`src/verilog/port_pkg.sv`:
```
// constants and types shared by the bidirectional port with change wake
package port_pkg;
    // register byte offsets on the apb bus
    localparam logic [7:0] ADDR_PORT   = 8'h00;
    localparam logic [7:0] ADDR_DIR    = 8'h04;
    localparam logic [7:0] ADDR_OPTION = 8'h08;
    localparam logic [7:0] ADDR_INTCTL = 8'h0c;
    localparam logic [7:0] ADDR_STAT   = 8'h10;
    localparam logic [7:0] ADDR_MASK   = 8'h14;
    localparam logic [7:0] ADDR_PWR    = 8'h18;
    // field positions
    localparam int OPT_PU_N_BIT  = 7;
    localparam int IC_FLAG_BIT   = 0;
    localparam int IC_CIE_BIT    = 3;
    localparam int IC_GIE_BIT    = 7;
    localparam int STAT_CHG_BIT  = 0;
    localparam int STAT_WAKE_BIT = 1;
    localparam int PWR_SLEEP_BIT = 0;
    localparam int PWR_OSC_LSB   = 1;
    localparam int NIBBLE_LSB    = 4;
    // reset values
    localparam logic [7:0] DIR_RST   = 8'hff;
    localparam logic [7:0] LATCH_RST = 8'h00;
    localparam logic       PU_N_RST  = 1'b1;
    localparam logic [1:0] MASK_RST  = 2'h0;
    localparam logic [1:0] OSC_RST   = 2'h1;
    // oscillator modes
    localparam logic [1:0] OSC_LP = 2'h0;
    localparam logic [1:0] OSC_XT = 2'h1;
    localparam logic [1:0] OSC_HS = 2'h2;
    localparam logic [1:0] OSC_RC = 2'h3;
    // timing
    localparam int CLK_PERIOD_PS = 4000;
    localparam int OSC_PERIOD_PS = 4000;
    localparam int OST_PERIODS   = 1024;
    localparam int OST_CYCLES    =
        (OST_PERIODS * OSC_PERIOD_PS + CLK_PERIOD_PS - 1) / CLK_PERIOD_PS;
    localparam int OST_W         = 11;
    localparam logic [12:0] VECTOR_ADDR = 13'h0004;
    // four-phase instruction cycle
    typedef enum logic [1:0] {
        PH_Q1 = 2'b00,
        PH_Q2 = 2'b01,
        PH_Q3 = 2'b11,
        PH_Q4 = 2'b10
    } phase_e;
    // power state
    typedef enum logic [1:0] {
        PWR_RUN    = 2'b00,
        PWR_SLEEP  = 2'b01,
        PWR_OST    = 2'b11,
        PWR_RESUME = 2'b10
    } power_e;
endpackage

```
`src/verilog/bidir_port.sv`:
```
// 8-bit bidirectional port with pull-ups, change detect and sleep wake-up
//
// What this block does
// RQ1 - setting a direction bit puts that pin driver in high impedance
// RQ2 - clearing a direction bit drives the pin from its output latch
// RQ3 - weak pull-up per pin, those of input pins enabled when option bit 7 is cleared
// RQ4 - pull-up of any pin configured as output is always off
// RQ5 - power-on reset disables all pull-ups
// RQ6 - only pins 7..4 compare, output-configured ones are excluded
// RQ7 - every port read captures upper nibble; inputs compared continuously
// RQ8 - per-pin mismatches ORed set the change flag, control bit 0
// RQ9 - pending change interrupt wakes the device from sleep
// RQ10 - any port read or write refreshes the snapshot, ending mismatch
// RQ11 - persisting mismatch keeps setting flag; software accesses port then clears
// RQ12 - change coinciding with read at second phase may not set flag
// RQ13 - software should not poll the port while using change interrupts
// RQ14 - wake in crystal or low-power modes waits 1024 osc periods, not rc
// RQ15 - after wake branch to 0004h if global enable set, else in line
// RQ16 - reset sets all direction bits so pins start as inputs
`timescale 1ns/10ps
module bidir_port #(
    parameter bit Q2_RACE = 1'b1
) (
    // clock and reset
    input  wire logic        CLK,
    input  wire logic        RST,
    // apb slave
    input  wire logic        PSEL,
    input  wire logic        PENABLE,
    input  wire logic        PWRITE,
    input  wire logic [7:0]  PADDR,
    input  wire logic [31:0] PWDATA,
    output logic      [31:0] PRDATA,
    output logic             PREADY,
    output logic             PSLVERR,
    // port pins
    input  wire logic [7:0]  PIN_IN,
    output logic      [7:0]  PIN_OUT,
    output logic      [7:0]  PIN_OE,
    output logic      [7:0]  PULLUP_EN,
    // core side
    output logic             IRQ,
    output logic             SLEEPING,
    output logic             RESUME,
    output logic             RESUME_BRANCH,
    output logic      [12:0] RESUME_ADDR
);

    ////////////////////////////////////////////////////////////////////////////
    // declarations

    localparam int OST_W_L = port_pkg::OST_W;

    logic [7:0]          sync1_reg;
    logic [7:0]          pins_reg;
    port_pkg::phase_e    phase_reg;
    logic [7:0]          port_data_reg;
    logic [7:0]          port_direction_reg;
    logic                pullup_enable_n;
    logic                global_int_enable;
    logic                change_int_enable;
    logic                port_change_flag;
    logic [1:0]          stat_reg;
    logic [1:0]          mask_reg;
    logic [1:0]          osc_reg;
    logic [3:0]          snap_reg;
    port_pkg::power_e    pwr_reg;
    logic [OST_W_L-1:0]  ost_cnt_reg;
    logic [31:0]         prdata_reg;
    logic                branch_reg;
    logic [12:0]         addr_reg;
    logic                access;
    logic                wr;
    logic                port_acc;
    logic                hide;
    logic                chg_set;
    logic                wake;
    logic                flag_next;
    logic [31:0]         rd_data;

    function automatic logic [3:0] mism(input logic [7:0] pins, input logic [3:0] snap,
                                        input logic [7:0] dir);
        mism = (pins[7:4] ^ snap) & dir[7:4];
    endfunction

    function automatic logic is_mapped(input logic [7:0] a);
        is_mapped = (a == port_pkg::ADDR_PORT)   || (a == port_pkg::ADDR_DIR)  ||
                    (a == port_pkg::ADDR_OPTION) || (a == port_pkg::ADDR_INTCTL) ||
                    (a == port_pkg::ADDR_STAT)   || (a == port_pkg::ADDR_MASK) ||
                    (a == port_pkg::ADDR_PWR);
    endfunction

    ////////////////////////////////////////////////////////////////////////////
    // pin synchroniser and phase counter

    always_ff @(posedge CLK) begin
        sync1_reg <= PIN_IN;
        pins_reg  <= sync1_reg;
    end

    always_ff @(posedge CLK) begin
        if (RST) begin
            phase_reg <= port_pkg::PH_Q1;
        end else begin
            case (phase_reg)
                port_pkg::PH_Q1: phase_reg <= port_pkg::PH_Q2;
                port_pkg::PH_Q2: phase_reg <= port_pkg::PH_Q3;
                port_pkg::PH_Q3: phase_reg <= port_pkg::PH_Q4;
                default:         phase_reg <= port_pkg::PH_Q1;
            endcase
        end
    end

    ////////////////////////////////////////////////////////////////////////////
    // apb decode

    assign access   = PSEL && PENABLE;
    assign wr       = access && PWRITE && is_mapped(PADDR);
    assign port_acc = access && (PADDR == port_pkg::ADDR_PORT);
    assign PREADY   = 1'b1;
    assign PSLVERR  = access && !is_mapped(PADDR);
    assign PRDATA   = prdata_reg;

    always_comb begin
        rd_data = 32'h0;
        case (PADDR)
            port_pkg::ADDR_PORT:   rd_data[7:0] = pins_reg;
            port_pkg::ADDR_DIR:    rd_data[7:0] = port_direction_reg;
            port_pkg::ADDR_OPTION: rd_data[port_pkg::OPT_PU_N_BIT] = pullup_enable_n;
            port_pkg::ADDR_INTCTL: begin
                rd_data[port_pkg::IC_FLAG_BIT] = port_change_flag;
                rd_data[port_pkg::IC_CIE_BIT]  = change_int_enable;
                rd_data[port_pkg::IC_GIE_BIT]  = global_int_enable;
            end
            port_pkg::ADDR_STAT:   rd_data[1:0] = stat_reg;
            port_pkg::ADDR_MASK:   rd_data[1:0] = mask_reg;
            port_pkg::ADDR_PWR: begin
                rd_data[port_pkg::PWR_SLEEP_BIT] = (pwr_reg != port_pkg::PWR_RUN);
                rd_data[port_pkg::PWR_OSC_LSB +: 2] = osc_reg;
            end
            default:               rd_data = 32'h0;
        endcase
    end

    always_ff @(posedge CLK) begin
        if (RST) begin
            prdata_reg <= 32'h0;
        end else if (PSEL && !PENABLE && !PWRITE) begin
            prdata_reg <= rd_data;
        end
    end

    ////////////////////////////////////////////////////////////////////////////
    // port configuration registers

    always_ff @(posedge CLK) begin
        if (RST) begin
            port_data_reg      <= port_pkg::LATCH_RST;
            port_direction_reg <= port_pkg::DIR_RST;    // [RQ16]
            pullup_enable_n    <= port_pkg::PU_N_RST;   // [RQ5]
            global_int_enable  <= 1'b0;
            change_int_enable  <= 1'b0;
            mask_reg           <= port_pkg::MASK_RST;
            osc_reg            <= port_pkg::OSC_RST;
        end else if (wr) begin
            case (PADDR)
                port_pkg::ADDR_PORT:   port_data_reg      <= PWDATA[7:0];
                port_pkg::ADDR_DIR:    port_direction_reg <= PWDATA[7:0];
                port_pkg::ADDR_OPTION: pullup_enable_n    <= PWDATA[port_pkg::OPT_PU_N_BIT];
                port_pkg::ADDR_INTCTL: begin
                    global_int_enable <= PWDATA[port_pkg::IC_GIE_BIT];
                    change_int_enable <= PWDATA[port_pkg::IC_CIE_BIT];
                end
                port_pkg::ADDR_MASK:   mask_reg <= PWDATA[1:0];
                port_pkg::ADDR_PWR:    osc_reg  <= PWDATA[port_pkg::PWR_OSC_LSB +: 2];
                default:               mask_reg <= mask_reg;
            endcase
        end
    end

    // pin drivers and pull-ups
    assign PIN_OE    = ~port_direction_reg;                                 // [RQ1] [RQ2]
    assign PIN_OUT   = port_data_reg;                                       // [RQ2]
    assign PULLUP_EN = port_direction_reg & {8{~pullup_enable_n}};          // [RQ3] [RQ4]

    ////////////////////////////////////////////////////////////////////////////
    // change detection

    // read-race at second phase may swallow a change
    assign hide    = Q2_RACE && port_acc && (phase_reg == port_pkg::PH_Q2);   // [RQ12]
    assign chg_set = (|mism(pins_reg, snap_reg, port_direction_reg)) && !hide; // [RQ6] [RQ8] [RQ11]
    // set wins over a software clear
    assign flag_next = chg_set || (port_change_flag &&
                       !(wr && PADDR == port_pkg::ADDR_INTCTL && !PWDATA[port_pkg::IC_FLAG_BIT]));

    always_ff @(posedge CLK) begin
        if (RST) begin
            snap_reg <= 4'h0;
        end else if (port_acc && !PSLVERR) begin
            snap_reg <= pins_reg[7:port_pkg::NIBBLE_LSB];                    // [RQ7] [RQ10]
        end
    end

    always_ff @(posedge CLK) begin
        if (RST) begin
            port_change_flag <= 1'b0;
        end else begin
            port_change_flag <= flag_next;                                   // [RQ8] [RQ11]
        end
    end

    ////////////////////////////////////////////////////////////////////////////
    // interrupt status, w1c with set priority

    always_ff @(posedge CLK) begin
        if (RST) begin
            stat_reg <= 2'h0;
        end else begin
            stat_reg[port_pkg::STAT_CHG_BIT] <= chg_set ||
                (stat_reg[port_pkg::STAT_CHG_BIT] &&
                 !(wr && PADDR == port_pkg::ADDR_STAT && PWDATA[port_pkg::STAT_CHG_BIT]));
            stat_reg[port_pkg::STAT_WAKE_BIT] <= wake ||
                (stat_reg[port_pkg::STAT_WAKE_BIT] &&
                 !(wr && PADDR == port_pkg::ADDR_STAT && PWDATA[port_pkg::STAT_WAKE_BIT]));
        end
    end

    assign IRQ = |(stat_reg & mask_reg);

    ////////////////////////////////////////////////////////////////////////////
    // sleep and wake-up sequencing

    assign wake = (pwr_reg == port_pkg::PWR_SLEEP) && port_change_flag &&    // [RQ9]
                  change_int_enable;

    always_ff @(posedge CLK) begin
        if (RST) begin
            pwr_reg     <= port_pkg::PWR_RUN;
            ost_cnt_reg <= '0;
        end else begin
            case (pwr_reg)
                port_pkg::PWR_RUN: begin
                    if (wr && PADDR == port_pkg::ADDR_PWR && PWDATA[port_pkg::PWR_SLEEP_BIT]) begin
                        pwr_reg <= port_pkg::PWR_SLEEP;
                    end
                end
                port_pkg::PWR_SLEEP: begin
                    if (wake && osc_reg == port_pkg::OSC_RC) begin
                        pwr_reg <= port_pkg::PWR_RESUME;                     // [RQ14]
                    end else if (wake) begin
                        pwr_reg     <= port_pkg::PWR_OST;                    // [RQ9]
                        ost_cnt_reg <= OST_W_L'(port_pkg::OST_CYCLES - 1);   // [RQ14]
                    end
                end
                port_pkg::PWR_OST: begin
                    if (ost_cnt_reg == '0) begin
                        pwr_reg <= port_pkg::PWR_RESUME;
                    end else begin
                        ost_cnt_reg <= ost_cnt_reg - 1'b1;                   // [RQ14]
                    end
                end
                default: pwr_reg <= port_pkg::PWR_RUN;
            endcase
        end
    end

    always_ff @(posedge CLK) begin
        if (RST) begin
            branch_reg <= 1'b0;
            addr_reg   <= 13'h0;
        end else if (pwr_reg != port_pkg::PWR_RESUME) begin
            branch_reg <= global_int_enable;                                 // [RQ15]
            addr_reg   <= global_int_enable ? port_pkg::VECTOR_ADDR : 13'h0; // [RQ15]
        end
    end

    assign SLEEPING      = (pwr_reg != port_pkg::PWR_RUN);
    assign RESUME        = (pwr_reg == port_pkg::PWR_RESUME);
    assign RESUME_BRANCH = branch_reg;
    assign RESUME_ADDR   = addr_reg;
endmodule

```
`config.mk`:
```
export PLATFORM = sky130hd
export DESIGN_NAME = bidir_port
export DESIGN_NICKNAME = d
export VERILOG_FILES = /design/src/verilog/port_pkg.sv /design/src/verilog/bidir_port.sv
export SDC_FILE = /design/constraint.sdc
export NUM_CORES = 1
export LEC_CHECK = 0
export BUFFER_PORTS_ARGS = -buffer_cell sky130_fd_sc_hd__buf_2
export CORE_UTILIZATION = 48
export DETAILED_ROUTE_END_ITERATION = 8
export PLACE_DENSITY = 0.79
export REMOVE_ABC_BUFFERS = 1
export SKIP_LAST_GASP = 1
export SYNTH_ARGS = -nofsm -noshare
export SYNTH_HDL_FRONTEND = slang
export SYNTH_SLANG_ARGS = --single-unit
```
`constraint.sdc`:
```
create_clock -name CLK -period 2.2 [get_ports CLK]
set_clock_uncertainty 0.05 [all_clocks]
set_input_delay 0.11 -clock CLK [delete_from_list [all_inputs] [get_ports CLK]]
set_output_delay 0.11 -clock CLK [all_outputs]
set_load 0.02 [all_outputs]
```
Word-level counts from Yosys, hierarchy flattened
Cells that the tools add are included.

cells by class
  add/subtract/negate cells = 1
  eq/ne operators = 19
  mux-type cells = 17
  bitwise operators = 6
  reduce and logical (&&, ||, !) cells = 57

operators with widths
  kind                                                 number
  two-way mux 11 bit                                   3
  == test 8 x 5 -> 1 bit (second input constant)       3
  logical AND 1 bit                                    23
  case mux 11 bit (2 select lines)                     1
  == test 8 x 4 -> 1 bit (second input constant)       2
  != test 2 bit (second input constant)                6
  case mux 2 bit (3 select lines)                      2
  AND reduction 2 bit                                  6
  zero test 11 bit                                     1
  subtractor 11 x 1 -> 11 bit (second input constant)  1
  zero test 1 bit                                      9
  logical OR 1 bit                                     9
  bitwise AND 8 bit                                    1
  == test 2 bit (second input constant)                4
  == test 8 x 3 -> 1 bit (second input constant)       1
  zero test 8 bit                                      1
  two-way mux 2 bit                                    4
  inverter 8 bit                                       1
  case mux 1 bit (3 select lines)                      2
  case mux 1 bit (6 select lines)                      1
  case mux 3 bit (2 select lines)                      1
  case mux 1 bit (5 select lines)                      1
  bitwise AND 4 bit                                    1
  == test 2 x 1 -> 1 bit (second input constant)       2
  other kinds (12)                                     14

storage, ports and cells
  bits in registers = 83
  input bits = 53
  output and inout bits = 75
  word-level logic and storage cells = 118

Logic depth before layout (Yosys ltp)
  depth after elaboration = 13
  gate-level depth with buffers = 6
  depth with buffers taken out = 6

Least setup slack after synthesis
Ideal clock, no wire load.

  path kind = reg-to-reg
  start point = register ost_cnt_reg[2]
  end point = register ost_cnt_reg[5]
  setup time = 0.074 ns
  arrival time = 1.755 ns
  data required time = 2.076 ns
  slack = 0.321 ns
  cell stages (with the launch flop) = 6
  buffers on the path = 1
  clock period less this slack = 1.879 ns
  cell sequence = dfxtp_1 or2_1 or4_1 buf_2 or4_1 a31oi_1

between the ends
  cells in the longest elaborated chain, start to end = 3
  elaborated cells on any way between the ends = 6
  those cells by class = add/sub: 1; eq/ne: 1; mux: 2; reduce/logical: 2

ends and longest elaborated chain
  item                                                                     RTL line                              text
  start, declared                                                          bidir_port.sv:68                      logic [OST_W_L-1:0] ost_cnt_reg;
  start signal, assigned                                                   bidir_port.sv:252                     ost_cnt_reg <= OST_W_L'(port_pkg::OST_CYCLES - 1);
  start signal, assigned                                                   bidir_port.sv:259                     ost_cnt_reg <= ost_cnt_reg - 1'b1;
  subtractor 11 x 1 -> 11 bit or zero test 11 bit (tied branches)          bidir_port.sv:259, bidir_port.sv:256
  two-way mux 11 bit or != test 2 bit (tied branches)                      --
  case mux 11 bit (2 select lines) or AND reduction 4 bit (tied branches)  --

Parallel ways exist; a longest one is shown, timed or not. The select of a mux whose other input is x is not followed.
A chain may end at the register's enable or synchronous reset.

Worst setup path after layout
  start point = register ost_cnt_reg[2]
  end point = register ost_cnt_reg[7]

The elaborated chain is that of the path after synthesis.

==> flow_summary.toml <==
[worst_setup_path]
cp.arrival_ps = 2230
timing.critical_path.buf_inv = 0
timing.critical_path.mode_cell = "or4_1"
critPathMaxFanout = 7
reg2reg_depth = 4
cp_top_family = "simple AND/OR/NAND/NOR gates"
critical_path_class = "register to register"
reg2reg_slack_ps = 190
rr_startpoint = "ost_cnt_reg[2]"
slowest_stage = "or4_1"
critPathMaxStageDelay_ps = 600
crit_path_start_kind = "register"
timing.rr.end = "ost_cnt_reg[7]"
required_ps = 2430
endpoint_kind = "register"
worstPathCellList = "or2_1, or4_1, or4_1, a31oi_1"

[die]
rows = 29
core_sq_mm = 0.00639
ios = 128
initial_core_util_pct = 50.3
fp.dieW_um = 83.8
die_area_sq_mm = 0.00702
die_h_um = 83.8

[timing]
tightest_slew_ps = 763
fmax_mhz = 499
period_needed_ps = 2010
rsz0062_at_grt = "no"
slew_headroom_pct = 49.0
hold_viol_final = 0
period_share_pct = 91.2
setup_viol_count_final = 0
drv_slew = 0
finalSetupTns_ps = 0
fin_ws_ps = 195

[place]
gp_congestion = 0.896
post-dp-hpwl_mm = 4.99
dpl_cell_area_sq_mm = 0.00347
place_ws_ps = 240
port_buffers = 66

[cts]
post_cts_buffers = 0
cts.sinks = 70
clock_latency_ps = 350
cts_hold_buf = 15
htreeDepth = 3
cts.repair.resized = 0
cts_buffers = 9
cts_buffer_depth = 2
path_clk_slew_ps = 80
clock-root-buffer = "clkbuf_8"
tritoncts = "done"

[drt]
drtAntennaViolNets = 0
via_per_inst = 5.28
drc_errors = 0
first_iter_violations = 103
first_pass_iters = 5
wl_per_cell_um = 14.3
via_count = 2740
wl_mm = 7.40

[final_layout]
layout_commonest_cell = "dfxtp_1"
layout-drive-gt1-share_pct = 20.6
areaGrowthSynthToFinish_pct = 19.0
nNetsFinal = 491
layout_common_cells = "dfxtp_1, buf_2, nor2_1, conb_1, mux2i_1"
diodes = 0
final_area_sq_mm = 0.00382
largest_reg_flops = 11

[synthesis]
synthArstFlopShare_pct = 0
synth-seq-cells = 70
yosysSeqAreaShare_pct = 43.7
synthesis.area_sq_mm = 0.00321
synth_cell_types = 54
syn_area_per_cell_sq_um = 8.94
ys_top_cells_by_area = "dfxtp_1, buf_4, mux2i_1, nor2_1, inv_1"
synth_top_area_cell = "dfxtp_1"
yosysWarnings = 0
synth_top_cell_area_share_pct = 43.7
synth_edf_count = 0
synthFlopType = "dfxtp_1"
netlist_instances = 359

[global_route]
grt_use_met1_pct = 23.2
grt_pass1_wl_mm = 11.7
met2_usage_pct = 37.3
grt_pass1_vias = 2532
grt-ovfl-total = 0
antenna_found_initial = 0
use_met3_pct = 7.62
grt-busiest-layer = "met2"
grt.total_usage_pct = 21.2
grt_start_max_net_pins = 34

[worst_hold_path]
hold_class = "input port to register"
min_path_cells = 2
min_from = "RST"
worstHoldEndpoint = "PIN_OUT[2]"

[pwr]
power_frac_comb_pct = 8.2
p_sw_share_pct = 25.9
p_sw_mw = 0.660
p_clk_share_pct = 40.9
power_mw = 2.55
seq_power_share_pct = 50.9
p_leak_nw = 1.89
p_int_mw = 1.89
powerDensity_mw_per_mm2 = 669
ir_worst_vdd_uv = 530

[job]
drv_cap = 0

[status]
status = "complete, no violations"
## per-layer routing
layer,routed length (um),share of wire [%]
met2,3660,49
met4,187,2.5
met5,0,0
met1,3020,41
met3,530,7.2
## cells by family after synthesis
group | synth area share (%)
xor gates and xnor gates | 1.36
muxes | 9.20
adders and majority gates | 0.390
buffers and inverters | 13.6
other | 0.234
AOI/OAI and AO/OA | 12.9
DFF | 43.7
and+or+nand+nor | 18.7
## cell usage after synthesis (2+ instances only)
cell	instances
dfxtp_1	70
nor2_1	50
buf_4	38
mux2i_1	25
inv_1	24
a21oi_1	14
clkbuf_1	14
nand2_1	13
a211o_1	9
nor3_1	9
nand3_1	8
a31oi_1	5
a211oi_1	4
nand3b_1	4
nor2b_1	4
o21ai_1	4
o31ai_1	4
or4_1	4
and3_1	3
nand4_1	3
nand4b_1	3
nor4_1	3
xnor2_1	3
conb_1	2
mux4_2	2
nand2b_1	2
nor3b_1	2
nor4b_1	2
o21ai_0	2
o32ai_1	2
or3_1	2
or4b_1	2
xor2_1	2
## stage by stage
step	cells	util, %	hold WS [ps]
6_report	519	59.8	37.6
3_3_place_gp	488	54.3	162
3_5_place_dp	488	54.3	164
4_1_cts	519	59.8	18.4
5_1_grt	519	59.8	30.5
2_1_floorplan	340	-	87.7
## power by group through the flow
stage / clock, mW / combinational [mW] / sequential (mW)
3_3_place_gp: 0 / 0.182 / 1.33
3_5_place_dp: 0 / 0.185 / 1.33
5_1_grt: 1.11 / 0.225 / 1.30
6_report: 1.05 / 0.209 / 1.30
2_1_floorplan: 0 / 0.106 / 1.32
4_1_cts: 1.06 / 0.205 / 1.30
## final cells by class
class                      instances  area, sq um
clock buffer                      10          128
clock inverter                     6         70.1
fill                             548         2570
inverter                          24         90.1
multi-input combinational        246         1500
sequential                        70         1400
tap                               77         96.3
timing repair buffer              86          531
## worst max path at each step
stage,from,to,slack [ps],cells after the start
6_report,ost_cnt_reg[2],ost_cnt_reg[7],190,4
5_1_grt,ost_cnt_reg[2],ost_cnt_reg[7],80,4
4_1_cts,ost_cnt_reg[2],ost_cnt_reg[7],190,4
3_5_place_dp,ost_cnt_reg[2],ost_cnt_reg[7],240,4
3_3_place_gp,ost_cnt_reg[2],ost_cnt_reg[7],280,4
2_1_floorplan,ost_cnt_reg[2],ost_cnt_reg[5],340,4
Note: power is estimated with default switching activity, not from simulation.
